$ cat src/logic/lwrt_pkg.sv
// constants shared by the supervisory timer unit
package lwrt_pkg;

  // ****************************************
  // bus geometry
  // ****************************************
  localparam int ADDR_W = 5;
  localparam int DATA_W = 32;

  // ****************************************
  // register byte offsets
  // ****************************************
  localparam logic [4:0] OFS_CTRL    = 5'h00;
  localparam logic [4:0] OFS_RESTART = 5'h04;
  localparam logic [4:0] OFS_STATUS  = 5'h08;
  localparam logic [4:0] OFS_EVT     = 5'h0C;
  localparam logic [4:0] OFS_EVT_CLR = 5'h10;
  localparam logic [4:0] OFS_EVT_EN  = 5'h14;

  // ****************************************
  // field positions
  // ****************************************
  localparam int CTRL_EN_BIT    = 0;
  localparam int CTRL_LOCK_BIT  = 1;
  localparam int CTRL_SEL_LSB   = 4;
  localparam int SEL_W          = 3;
  localparam int RESTART_BIT    = 0;
  localparam int ST_CNT_LSB     = 16;
  localparam int EVT_W          = 2;
  localparam int EVT_BLOCKED    = 0;
  localparam int EVT_HALFWAY    = 1;

  // ****************************************
  // counter sizing and reset values
  // ****************************************
  localparam int         BASE_EXP    = 6;
  localparam int         CNT_W       = 14;
  localparam logic [2:0] SEL_RST     = 3'h7;
  localparam logic       EN_RST      = 1'b1;
  localparam logic       LOCK_RST    = 1'b0;
  localparam logic [1:0] EVT_EN_RST  = 2'h0;

endpackage

$ cat src/logic/lwrt_supervisory_timer_unit.sv
// supervisory timer unit: lfo-driven counter that requests a system reset
//
// The address map and the Avalon-MM register port are this design's own decisions.
`timescale 1ns/100ps

// Behaviour
// - count advances only on low-frequency oscillator edges, not system clock
// - counter overflow raises the system reset request
// - after any reset: enabled, counting, longest interval selected
// - software may disable the counter while it is not locked
// - a lock control holds the counter permanently enabled
// - lock ignores disables, stays set until reset clears it
// - while locked, control register writes including interval are rejected; event enable writes are still taken
// - overflow reset leaves the external reset pin undriven
module lwrt_supervisory_timer_unit
  import lwrt_pkg::*;
(
  input  wire logic                        sys_clk,
  input  wire logic                        rst_n,
  input  wire logic                        lfo_pin,
  input  wire logic [lwrt_pkg::ADDR_W-1:0] avs_address,
  input  wire logic                        avs_read,
  input  wire logic                        avs_write,
  input  wire logic [lwrt_pkg::DATA_W-1:0] avs_writedata,
  output logic      [lwrt_pkg::DATA_W-1:0] avs_readdata,
  output logic                             avs_waitrequest,
  output logic                             irq,
  output logic                             sys_reset_req,
  output logic                             rst_pin_out,
  output logic                             rst_pin_oe_n
);

  // ****************************************
  // state
  // ****************************************
  logic             lfo_s1_r, lfo_s2_r, lfo_s3_r, lfo_lvl_r;
  logic             lfo_tick;
  logic             ack_r;
  logic [31:0]      rdata_r;
  logic             wr_take;
  logic             enabled_r, locked_r;
  logic [SEL_W-1:0] sel_r, active_sel_r;
  logic [CNT_W-1:0] cnt_r, lim;
  logic             reset_req_r;
  logic             restart_hit, ctrl_wr, ovf_hit, half_hit;
  logic [EVT_W-1:0] evt_r, evt_en_r, evt_set, evt_clr;

  // ****************************************
  // lfo edge detection
  // ****************************************
  // three stages; an edge counts only once stages two and three agree
  always_ff @(posedge sys_clk) begin
    if (!rst_n) begin
      lfo_s1_r  <= 1'b0;
      lfo_s2_r  <= 1'b0;
      lfo_s3_r  <= 1'b0;
      lfo_lvl_r <= 1'b0;
    end else begin
      lfo_s1_r <= lfo_pin;
      lfo_s2_r <= lfo_s1_r;
      lfo_s3_r <= lfo_s2_r;
      if (lfo_s2_r == lfo_s3_r) begin
        lfo_lvl_r <= lfo_s3_r;
      end
    end
  end

  assign lfo_tick = (lfo_s2_r == lfo_s3_r) && lfo_s3_r && !lfo_lvl_r;

  // a new tick needs the level to fall and rise back through both stages
  tick_gap_a: assert property (
    @(posedge sys_clk) disable iff (!rst_n)
    lfo_tick |=> !lfo_tick [*3])
    else $error("lfo ticks closer than four cycles");

  // ****************************************
  // avalon slave
  // ****************************************
  // one wait cycle for every access keeps read data registered
  assign avs_waitrequest = (avs_read || avs_write) && !ack_r;
  assign wr_take         = avs_write && ack_r;
  assign avs_readdata    = rdata_r;

  always_ff @(posedge sys_clk) begin
    if (!rst_n) begin
      ack_r <= 1'b0;
    end else begin
      ack_r <= (avs_read || avs_write) && !ack_r;
    end
  end

  always_ff @(posedge sys_clk) begin
    if (!rst_n) begin
      rdata_r <= 32'h0;
    end else if (avs_read && !ack_r) begin
      unique case (avs_address)
        OFS_CTRL:   rdata_r <= {25'h0, sel_r, 2'h0, locked_r, enabled_r};
        OFS_STATUS: rdata_r <= {2'h0, cnt_r, 9'h0, active_sel_r,
                                3'h0, reset_req_r};
        OFS_EVT:    rdata_r <= {30'h0, evt_r};
        OFS_EVT_EN: rdata_r <= {30'h0, evt_en_r};
        default:    rdata_r <= 32'h0;
      endcase
    end
  end

  one_wait_a: assert property (
    @(posedge sys_clk) disable iff (!rst_n)
    avs_waitrequest |=> !avs_waitrequest)
    else $error("more than one wait state");

  wait_first_a: assert property (
    @(posedge sys_clk) disable iff (!rst_n)
    $rose(avs_read || avs_write) |-> avs_waitrequest)
    else $error("new access answered without wait");

  rdata_hold_a: assert property (
    @(posedge sys_clk) disable iff (!rst_n)
    !(avs_read && !ack_r) |=> $stable(avs_readdata))
    else $error("read data moved between reads");

  // ****************************************
  // control register
  // ****************************************
  assign ctrl_wr     = wr_take && (avs_address == OFS_CTRL);
  assign restart_hit = wr_take && (avs_address == OFS_RESTART)
                       && avs_writedata[RESTART_BIT];

  always_ff @(posedge sys_clk) begin
    if (!rst_n) begin
      enabled_r <= EN_RST;
      locked_r  <= LOCK_RST;
      sel_r     <= SEL_RST;
    end else if (ctrl_wr && !locked_r) begin
      sel_r <= avs_writedata[CTRL_SEL_LSB +: SEL_W];
      if (avs_writedata[CTRL_LOCK_BIT]) begin
        locked_r  <= 1'b1;
        enabled_r <= 1'b1;
      end else begin
        enabled_r <= avs_writedata[CTRL_EN_BIT];
      end
    end
  end

  reset_vals_a: assert property (
    @(posedge sys_clk) disable iff (!rst_n)
    !$past(rst_n) |-> enabled_r && !locked_r && sel_r == SEL_RST)
    else $error("bad state after reset");

  lock_sticky_a: assert property (
    @(posedge sys_clk) disable iff (!rst_n)
    locked_r |=> locked_r)
    else $error("lock dropped without reset");

  lock_enabled_a: assert property (
    @(posedge sys_clk) disable iff (!rst_n)
    locked_r |-> enabled_r)
    else $error("locked but disabled");

  lock_set_a: assert property (
    @(posedge sys_clk) disable iff (!rst_n)
    (ctrl_wr && !locked_r && avs_writedata[CTRL_LOCK_BIT])
    |=> locked_r && enabled_r)
    else $error("lock write not applied");

  cfg_frozen_a: assert property (
    @(posedge sys_clk) disable iff (!rst_n)
    locked_r |=> $stable(sel_r))
    else $error("config changed when locked");

  disable_ok_a: assert property (
    @(posedge sys_clk) disable iff (!rst_n)
    (ctrl_wr && !locked_r && !avs_writedata[CTRL_EN_BIT]
     && !avs_writedata[CTRL_LOCK_BIT]) |=> !enabled_r)
    else $error("disable write not applied");

  // ****************************************
  // counter and overflow
  // ****************************************
  assign lim = CNT_W'((32'h1 << (BASE_EXP + int'(active_sel_r))) - 32'h1);
  assign ovf_hit  = enabled_r && lfo_tick && !restart_hit
                    && (cnt_r == lim) && !reset_req_r;
  assign half_hit = enabled_r && lfo_tick && !restart_hit
                    && (cnt_r == (lim >> 1));

  always_ff @(posedge sys_clk) begin
    if (!rst_n) begin
      cnt_r        <= '0;
      active_sel_r <= SEL_RST;
    end else if (restart_hit) begin
      cnt_r        <= '0;
      active_sel_r <= sel_r;
    end else if (enabled_r && lfo_tick && !reset_req_r) begin
      cnt_r <= cnt_r + CNT_W'(1);
    end
  end

  restart_clear_a: assert property (
    @(posedge sys_clk) disable iff (!rst_n)
    restart_hit |=> (cnt_r == '0) && (active_sel_r == $past(sel_r)))
    else $error("restart did not clear count");

  sel_hold_a: assert property (
    @(posedge sys_clk) disable iff (!rst_n)
    !restart_hit |=> $stable(active_sel_r))
    else $error("interval changed without restart");

  tick_only_a: assert property (
    @(posedge sys_clk) disable iff (!rst_n)
    (!lfo_tick && !restart_hit) |=> $stable(cnt_r))
    else $error("count moved without lfo edge");

  count_step_a: assert property (
    @(posedge sys_clk) disable iff (!rst_n)
    (enabled_r && lfo_tick && !restart_hit && !reset_req_r)
    |=> cnt_r == $past(cnt_r) + CNT_W'(1))
    else $error("lfo edge not counted once");

  off_hold_a: assert property (
    @(posedge sys_clk) disable iff (!rst_n)
    (!enabled_r && !restart_hit) |=> $stable(cnt_r))
    else $error("count moved while disabled");

  count_freeze_a: assert property (
    @(posedge sys_clk) disable iff (!rst_n)
    (reset_req_r && !restart_hit) |=> $stable(cnt_r))
    else $error("count moved after overflow");

  // request holds until the system reset comes back round
  always_ff @(posedge sys_clk) begin
    if (!rst_n) begin
      reset_req_r <= 1'b0;
    end else if (ovf_hit) begin
      reset_req_r <= 1'b1;
    end
  end

  assign sys_reset_req = reset_req_r;
  // pin never driven by this block
  assign rst_pin_out   = 1'b0;
  assign rst_pin_oe_n  = 1'b1;

  ovf_reset_a: assert property (
    @(posedge sys_clk) disable iff (!rst_n)
    ovf_hit |=> sys_reset_req ##1 sys_reset_req)
    else $error("overflow without reset request");

  reset_cause_a: assert property (
    @(posedge sys_clk) disable iff (!rst_n)
    $rose(sys_reset_req) |-> $past(cnt_r) == $past(lim))
    else $error("reset request without overflow");

  req_hold_a: assert property (
    @(posedge sys_clk) disable iff (!rst_n)
    sys_reset_req |=> sys_reset_req)
    else $error("reset request dropped early");

  pin_free_a: assert property (
    @(posedge sys_clk) disable iff (!rst_n)
    sys_reset_req |-> rst_pin_oe_n)
    else $error("reset pin driven");

  pin_low_a: assert property (
    @(posedge sys_clk) disable iff (!rst_n)
    rst_pin_oe_n && !rst_pin_out)
    else $error("reset pin output not released");

  // ****************************************
  // events and interrupt
  // ****************************************
  assign evt_set = {half_hit, ctrl_wr && locked_r};
  assign evt_clr = (wr_take && avs_address == OFS_EVT_CLR)
                   ? avs_writedata[EVT_W-1:0] : '0;

  // set beats clear so no event is lost in the clear cycle
  always_ff @(posedge sys_clk) begin
    if (!rst_n) begin
      evt_r <= '0;
    end else begin
      evt_r <= (evt_r & ~evt_clr) | evt_set;
    end
  end

  always_ff @(posedge sys_clk) begin
    if (!rst_n) begin
      evt_en_r <= EVT_EN_RST;
    end else if (wr_take && avs_address == OFS_EVT_EN) begin
      evt_en_r <= avs_writedata[EVT_W-1:0];
    end
  end

  assign irq = |(evt_r & evt_en_r);

  lock_reject_a: assert property (
    @(posedge sys_clk) disable iff (!rst_n)
    (ctrl_wr && locked_r) |=> evt_r[EVT_BLOCKED])
    else $error("blocked write not flagged");

  evt_sticky_a: assert property (
    @(posedge sys_clk) disable iff (!rst_n)
    (evt_r[EVT_BLOCKED] && !evt_clr[EVT_BLOCKED]) |=> evt_r[EVT_BLOCKED])
    else $error("event bit lost without clear");

  half_evt_a: assert property (
    @(posedge sys_clk) disable iff (!rst_n)
    half_hit |=> evt_r[EVT_HALFWAY])
    else $error("half interval not flagged");

  irq_mask_a: assert property (
    @(posedge sys_clk) disable iff (!rst_n)
    (evt_en_r == '0) |-> !irq)
    else $error("interrupt raised while masked");

endmodule
$ cat config.mk
export PLATFORM = sky130hd
export DESIGN_NAME = lwrt_supervisory_timer_unit
export DESIGN_NICKNAME = d
export VERILOG_FILES = /design/src/logic/lwrt_pkg.sv /design/src/logic/lwrt_supervisory_timer_unit.sv
export SDC_FILE = /design/constraint.sdc
export NUM_CORES = 1
export LEC_CHECK = 0
export BUFFER_PORTS_ARGS = -buffer_cell sky130_fd_sc_hd__buf_2
export CAP_MARGIN = 25
export CORE_UTILIZATION = 48
export DETAILED_ROUTE_END_ITERATION = 7
export PLACE_DENSITY = 0.87
export SLEW_MARGIN = 10
export SYNTH_ARGS = -nofsm -noshare
export SYNTH_HDL_FRONTEND = slang
export SYNTH_SLANG_ARGS = --single-unit
$ cat constraint.sdc
create_clock -name sys_clk -period 2.8 [get_ports sys_clk]
set_clock_uncertainty 0.05 [all_clocks]
set_input_delay 0.28 -clock sys_clk [delete_from_list [all_inputs] [get_ports sys_clk]]
set_output_delay 0.28 -clock sys_clk [all_outputs]
set_load 0.02 [all_outputs]
After elaboration in Yosys (flattened, before gate mapping). Cells that the tools add are included.

Add/sub/neg operators: 3. Eq/ne operators: 8. Shift operators: 1. Mux-type cells: 3. Bitwise operators: 5. Reduce and logical (&&, ||, !) cells: 28.

Operator list (number): 30-bit case mux with 4 select lines (1); 1-bit logical AND (18); 14-bit by 1-bit adder with 14-bit output, second input constant (1); 14-bit by 13-bit equality test with 1-bit output (1); 14-bit equality test (1); 1-bit by 4-bit left shift with 14-bit output, first input constant (1); 14-bit by 1-bit subtractor with 14-bit output, second input constant (1); 5-bit by 4-bit equality test with 1-bit output, second input constant (2); 5-bit equality test, second input constant (2); 5-bit by 3-bit equality test with 1-bit output, second input constant (1); 1-bit logical NOT (5); 5-bit logical NOT (1); 3-bit by 3-bit adder with 4-bit output, first input constant (1); 2-bit bitwise AND (2); 2-bit OR reduction (2); 2-bit two-way mux (1); 2-bit inverter (1); 2-bit OR (1); 2-bit AND reduction (1); 1-bit equality test (1); 1-bit logical OR (1); 1-bit two-way mux (1); 1-bit inverter (1).

Register bits: 64. Input port bits: 42. Word-level logic and storage cells: 62.

Longest topological paths before layout. Gate-level depths: netlist of the first run.

Word-level depth: 7. Mapped depth: 13. Depth with buffers taken out: 10.

Worst setup path before layout of the first run. Ideal clock, no wire load.

Path kind: register to register. Start point: register active_sel_r[1]. End point: register evt_r[1]. Setup time: 87 ps. Arrival: 2815 ps. Data required time: 2663 ps. Setup slack: -152 ps. Cell stages (with the launch flop): 13. Path through: dfxtp_1 > inv_1 > ha_1 > clkbuf_8 > nand4b_1 > ha_1 > buf_6 > nor3b_1 > mux2i_1 > a2bb2oi_2 > xnor2_1 > or4_1 > o31ai_1.

Word-level cells in the longest chain between the ends: 6.

Ends and longest elaborated chain: start: declaration (RTL line lwrt_supervisory_timer_unit.sv:42) `logic [SEL_W-1:0] sel_r, active_sel_r;`; start signal: assignment (RTL line lwrt_supervisory_timer_unit.sv:192) `active_sel_r <= sel_r;`; 3-bit by 3-bit adder with 4-bit output (RTL line lwrt_supervisory_timer_unit.sv:180) `assign lim = CNT_W'((32'h1 << (BASE_EXP + int'(active_sel_r))) - 32'h1);`; 1-bit by 4-bit left shift with 14-bit output (RTL line lwrt_supervisory_timer_unit.sv:180); 14-bit by 1-bit subtractor with 14-bit output (RTL line lwrt_supervisory_timer_unit.sv:180); 14-bit by 13-bit equality test with 1-bit output (RTL line lwrt_supervisory_timer_unit.sv:184) `&& (cnt_r == (lim >> 1));`; 1-bit logical AND (RTL line lwrt_supervisory_timer_unit.sv:184); 2-bit OR (RTL line lwrt_supervisory_timer_unit.sv:280) `evt_r <= (evt_r & ~evt_clr) | evt_set;`; end signal: assignment (RTL line lwrt_supervisory_timer_unit.sv:280); end: declaration (RTL line lwrt_supervisory_timer_unit.sv:46) `logic [EVT_W-1:0] evt_r, evt_en_r, evt_set, evt_clr;`.

Every way passes these cells. A chain may end at the register's enable or synchronous reset.

Worst setup path after layout of the first run.
Start point: register active_sel_r[2]. End point: register evt_r[1].

The elaborated chain is that of the path after synthesis.

==> impl_metrics.csv, run 1 <==
group,metric,value,unit
critical_path,critPathRequiredTime,2.98,ns
die,pin_count,79,
critical_path,startpoint,"active_sel_r[2]",
die,fp.coreArea,0.00603,mm^2
global_route,grt.overflow.total,0,
finish,nets,449,
cts,htree_levels,2,
cts,clk_path_buf_depth,2,
global_route,grt_pass1_wl,10500,um
cts,cts_buffers,5,
die,die_height,81.6,um
place,dp_hpwl,4830,um
synthesis,netlist_instances,366,
critical_path,crit_arrival,2.85,ns
synthesis,yosysUniqueCellTypes,48,
detailed_routing,first_pass_iters,4,
finish,mostFrequentLayoutCells,"dfxtp_1 (50), nand2_1 (47), buf_2 (36), nor2_1 (25), xnor2_1 (23)",
finish,area_delta_synth_final,11.4,%
cts,clock-root-buffer,"clkbuf_8",
pwr,ir_drop,351,uV
detailed_routing,drcViolationCount,0,
die,placement_rows,28,
cts,cts_sinks,51,
timing,fmax,375,MHz
global_route,antenna_found_initial,0,
timing,post-route-period-util,95.1,%
place,io_buffer_count,36,
critical_path,critPathLaunchType,"flop",
detailed_routing,ant_nets,0,
die,die_w,81.6,um
global_route,grt_pass1_vias,2292,
synthesis,synth_edf_count,0,
synthesis,synth.avg_cell_area,8.31,um^2
global_route,grt_usage,20.5,%
pwr,powerDensity,402,mW/mm^2
finish,drive_gt1_share,18.5,%
critical_path,crit_end,"evt_r[1]",
place,placed_area,0.00325,mm^2
timing,max_slew_margin,51.0,%
timing,hold_viol,0,
synthesis,netlist_area,0.00304,mm^2
synthesis,yosysWarningCount,0,
detailed_routing,finalWirelength,6420,um
synthesis,yosysSeqAreaShare,33.6,%
timing,post-route-min-period,2.66,ns
synthesis,ys_ff_latch,51,
global_route,grt_max_degree,38,
critical_path,end_kind,"flop",
critical_path,r2r_setup_slack,0.14,ns
critical_path,timing.rr.end,"evt_r[1]",
pwr,leakagePower,1.33,nW
timing,tightest_slew,0.735,ns
cts,clk_latency,0.31,ns
timing,rsz0062_at_grt,"true",
detailed_routing,vias,2541,
finish,antenna_cells,0,
die,start_util,50.5,%
flow_run,cap_violations,0,
critical_path,worstPathMaxFanout,9,
synthesis,synth_top_area_share,33.6,%
critical_path,r2r-start,"active_sel_r[2]",
timing,drv_slew,0,
timing,final-setup-viol-count,0,
cts,clk_pin_slew_worst_paths,0.10,ns
detailed_routing,wl_per_cell,13.5,um
finish,finish.instance_area,0.00339,mm^2
cts,ctsHoldBuffers,0,
synthesis,ys.flop_type,"dfxtp_1",
pwr,power,1.36,mW
place,place_congestion,0.927,
timing,hold_slack,0.127,ns
synthesis,postSynth.asyncResetShare,0,%
detailed_routing,drt_iter0_markers,172,
synthesis,synth_top_cell_by_area,"dfxtp_1",
detailed_routing,vias_per_cell,5.35,
worst_hold_path,hp-class,"input port to flop",
cts,cts_tree,"yes",
critical_path,ff2ff_path_depth,10,
synthesis,synth_top_cells_by_area,"dfxtp_1 (34%), xnor2_1 (6.6%), nand2_1 (5.8%)",
critical_path,critPathKind,"flop to flop",
die,fp.dieArea,0.00666,mm^2
finish,final_common_cell,"dfxtp_1",
outcome,outcome,"completed",
[through the flow]
| stage | setup WS (ns) | TNS (ns) | util [%] | instances |
|---|---|---|---|---|
| after floorplan | 0.00439 | 0 | - | 379 |
| after global placement | 0.182 | 0 | 53.9 | 466 |
| after detailed placement | 0.102 | 0 | 53.9 | 466 |
| after CTS | 0.0462 | 0 | 55.9 | 474 |
| after global routing | -0.0416 | -0.0416 | 56.3 | 475 |
| final | 0.136 | 0 | 56.3 | 475 |
[what timing repair did]
| item | 4_1_cts | 5_1_grt |
|---|---|---|
| resized for setup | 0 | 4 |
| setup buffers | 0 | 1 |
| setup endpoints to repair | 0 | 2 |
[cell families (layout without fill, tap and decap cells)]
group / Yosys count / count (layout) / share of synthesized area [%]
simple gates: 155 / 155 / 26.2
compound gates: 52 / 52 / 11.7
flops: 51 / 51 / 33.6
buf+inv: 45 / 66 / 8.88
xor+xnor: 43 / 43 / 12.8
mux: 10 / 10 / 3.29
fa+ha+maj: 8 / 8 / 3.29
other cells: 2 / 15 / 0.247
[synth_stat cells (all sizes together), types with 10 or more instances]
| cell type | number |
|---|---|
| buf | 23 |
| dfxtp | 51 |
| xor2 | 19 |
| and2 | 10 |
| nand3 | 21 |
| nand2 | 47 |
| mux2i | 10 |
| nor2 | 25 |
| nor2b | 10 |
| o21ai | 14 |
| a21boi | 16 |
| nand4 | 10 |
| xnor2 | 23 |
| clkbuf | 17 |
[how the worst min path moves through the flow]
stage | startpoint | endpoint | slack, ns | cells after the start
after global placement | lfo_s1_r | lfo_s2_r | 0.36 | 1
after detailed placement | lfo_s1_r | lfo_s2_r | 0.37 | 1
after floorplan | lfo_pin | lfo_s1_r | 0.36 | 1
after global routing | lfo_pin | lfo_s1_r | 0.11 | 2
after CTS | lfo_pin | lfo_s1_r | 0.12 | 2
final | lfo_pin | lfo_s1_r | 0.13 | 2
[sequential cells by signal (all words and copies together), names as in the netlist]
signal and cells:
sys_reset_req 1, lfo_s2_r 1, evt_r 2, ack_r 1, avs_readdata 19, evt_en_r 2, enabled_r 1, locked_r 1
lfo_s1_r 1, cnt_r 14, lfo_s3_r 1, lfo_lvl_r 1, sel_r 3, active_sel_r 3
[final cells by class]
| cell class | count | area, um^2 |
|---|---|---|
| clock buffers | 6 | 82.6 |
| clock inverters | 2 | 38.8 |
| multi-input cells | 283 | 1830 |
| well taps | 75 | 93.8 |
| inverters | 5 | 18.8 |
| flip-flops and latches | 51 | 1020 |
| repair buffers | 53 | 308 |
| fillers | 537 | 2640 |
[worst max-delay path, cell delays in order (launching register included)]
cell       delay [ns]
dfxtp_1          0.34
inv_1            0.08
ha_4             0.31
nand4b_1         0.17
ha_2             0.25
buf_4            0.16
mux2i_1          0.19
a2bb2oi_2        0.21
xnor2_1          0.09
or4_1            0.55
o31ai_1          0.19
[power by group]
part           switching [mW]  internal (mW)  total, mW
sequential            0.00306          0.728      0.731
combinational          0.0614         0.0256     0.0870
clock                   0.249          0.294      0.544
total                   0.314           1.05       1.36
[layer usage]
layer	track usage [%]	vias to the layer above	routed length, um
met4	6.14	0	102
li1	-	1274	-
met3	3.44	9	275
met5	0	-	0
met1	27.2	1190	2940
met2	34.0	68	3100
No activity file was read; power rests on OpenSTA's default activity.
==> run 2: changes to the inputs <==
- PLACE_DENSITY: 0.87 -> 0.83
==> impl_metrics.csv, run 2 (same netlist as run 1, synthesis figures left out) <==
group,metric,value,unit
outcome,outcome,"completed",
cts,clk_path_buf_depth,2,
timing,drv_slew,0,
global_route,grt_usage,19.9,%
place,pre_cts_slack,0.128,ns
timing,fmax,373,MHz
finish,area_delta_synth_final,11.0,%
worst_hold_path,hold_end,"lfo_s1_r",
finish,nets,449,
critical_path,critPathKind,"flop to flop",
timing,final-setup-viol-count,0,
global_route,grt_pass1_wl,10300,um
die,die_w,81.6,um
pwr,seqPwrFrac,54.3,%
cts,clock-root-buffer,"clkbuf_8",
pwr,ir_drop,349,uV
critical_path,critPathRequiredTime,2.99,ns
timing,hold_viol,0,
global_route,grt.overflow.total,0,
worst_hold_path,holdPathStages,2,
timing,setup_ws,0.123,ns
pwr,p_comb_share,6.5,%
critical_path,worstPathMaxFanout,10,
worst_hold_path,min_from,"lfo_pin",
cts,clk_latency,0.32,ns
flow_run,cap_violations,0,
critical_path,ff2ff_path_depth,10,
cts,cts_sinks,51,
detailed_routing,ant_nets,0,
cts,htree_levels,2,
pwr,switching_share,24.1,%
critical_path,end_kind,"flop",
die,placement_rows,28,
die,pin_count,79,
cts,cts_buffers,5,
finish,mostFrequentLayoutCells,"dfxtp_1 (50), nand2_1 (47), buf_2 (36), nor2_1 (25), xnor2_1 (23)",
detailed_routing,drcViolationCount,0,
timing,max_slew_margin,47.8,%
finish,final_common_cell,"dfxtp_1",
critical_path,critPathLaunchType,"flop",
place,io_buffer_count,36,
critical_path,crit_arrival,2.87,ns
timing,post-route-period-util,95.6,%
global_route,antenna_found_initial,0,
place,placed_area,0.00324,mm^2
detailed_routing,first_pass_iters,4,
pwr,leakagePower,1.32,nW
worst_hold_path,hp-class,"input port to flop",
die,start_util,50.5,%
detailed_routing,vias,2578,
critical_path,r2r_setup_slack,0.12,ns
global_route,grt_max_degree,38,
critical_path,r2r-start,"active_sel_r[2]",
global_route,grt_pass1_vias,2246,
finish,finish.instance_area,0.00338,mm^2
critical_path,timing.rr.end,"evt_r[1]",
timing,setup_tns,0,ns
pwr,p_sw,0.325,mW
finish,antenna_cells,0,
finish,largest_reg_flops,19,
timing,post-route-min-period,2.68,ns
cts,cts_tree,"yes",
die,fp.coreArea,0.00603,mm^2
detailed_routing,drt_iter0_markers,140,
detailed_routing,wl_per_cell,13.5,um
place,place_congestion,0.908,
pwr,clockPowerShare,39.2,%
die,fp.dieArea,0.00666,mm^2
timing,tightest_slew,0.783,ns
detailed_routing,finalWirelength,6400,um
pwr,powerDensity,399,mW/mm^2
pwr,internal_power,1.02,mW
detailed_routing,vias_per_cell,5.43,
place,dp_hpwl,4780,um
cts,clk_pin_slew_worst_paths,0.10,ns
finish,drive_gt1_share,18.3,%
die,die_height,81.6,um
==> run 2: area by class of cell <==
cell class	count	area (um^2)
Clock buffer	5	68.8
Clock inverter	3	46.3
Fill cell	559	2650
Inverter	5	18.8
Multi-Input combinational cell	283	1820
Sequential cell	51	1020
Tap cell	75	93.8
Timing Repair Buffer	53	308
==> run 2: worst max-delay path by stage <==
stage | from | to | slack, ns | cells past startpoint
2_1_floorplan | active_sel_r[2] | evt_r[1] | 0.004 | 13
6_report | active_sel_r[2] | evt_r[1] | 0.12 | 10
4_1_cts | active_sel_r[2] | evt_r[1] | 0.06 | 10
5_1_grt | active_sel_r[2] | evt_r[1] | -0.007 | 10
3_3_place_gp | active_sel_r[2] | evt_r[1] | 0.19 | 10
3_5_place_dp | active_sel_r[2] | sys_reset_req | 0.13 | 10
==> run 2: critical path, stage by stage (launching register included) <==
cell	delay, ns
dfxtp_1	0.34
inv_1	0.10
ha_4	0.33
nand4b_1	0.15
ha_2	0.23
buf_4	0.16
mux2i_1	0.15
a2bb2oi_2	0.21
xnor2_1	0.09
or4_1	0.54
o31ai_1	0.24
==> run 2: per-stage QoR <==
stage	power [mW]	instances	hold slack, ns	util [%]
2_1_floorplan	0.821	379	0.357	-
4_1_cts	1.36	473	0.104	55.7
5_1_grt	1.39	475	0.102	56.1
3_3_place_gp	0.834	465	0.365	53.8
6_report	1.35	475	0.113	56.1
3_5_place_dp	0.836	465	0.374	53.8
==> run 2: per-layer routing <==
| layer | GRT usage [%] | share of wire, % | up-vias | wire (um) |
|---|---|---|---|---|
| met5 | 0 | 0 | - | 0 |
| met4 | 8.25 | 1.6 | 0 | 100 |
| met3 | 1.78 | 3.2 | 7 | 205 |
| met2 | 33.8 | 48 | 67 | 3090 |
| met1 | 25.8 | 47 | 1221 | 3010 |
| li1 | - | - | 1283 | - |
==> run 2: power by group through the flow <==
stage / registers, mW / clock network [mW] / logic (mW)
floorplan: 0.747 / 0 / 0.0739
global placement: 0.748 / 0 / 0.0861
detailed placement: 0.748 / 0 / 0.0875
CTS: 0.732 / 0.542 / 0.0879
global route: 0.732 / 0.560 / 0.0967
finish: 0.732 / 0.528 / 0.0883
==> run 2: timing repair <==
item | 4_1_cts | 5_1_grt
buffers inserted | 0 | 2
hold buffers | 0 | 0
gates resized for setup | 0 | 2
setup endpoints to repair | 0 | 2
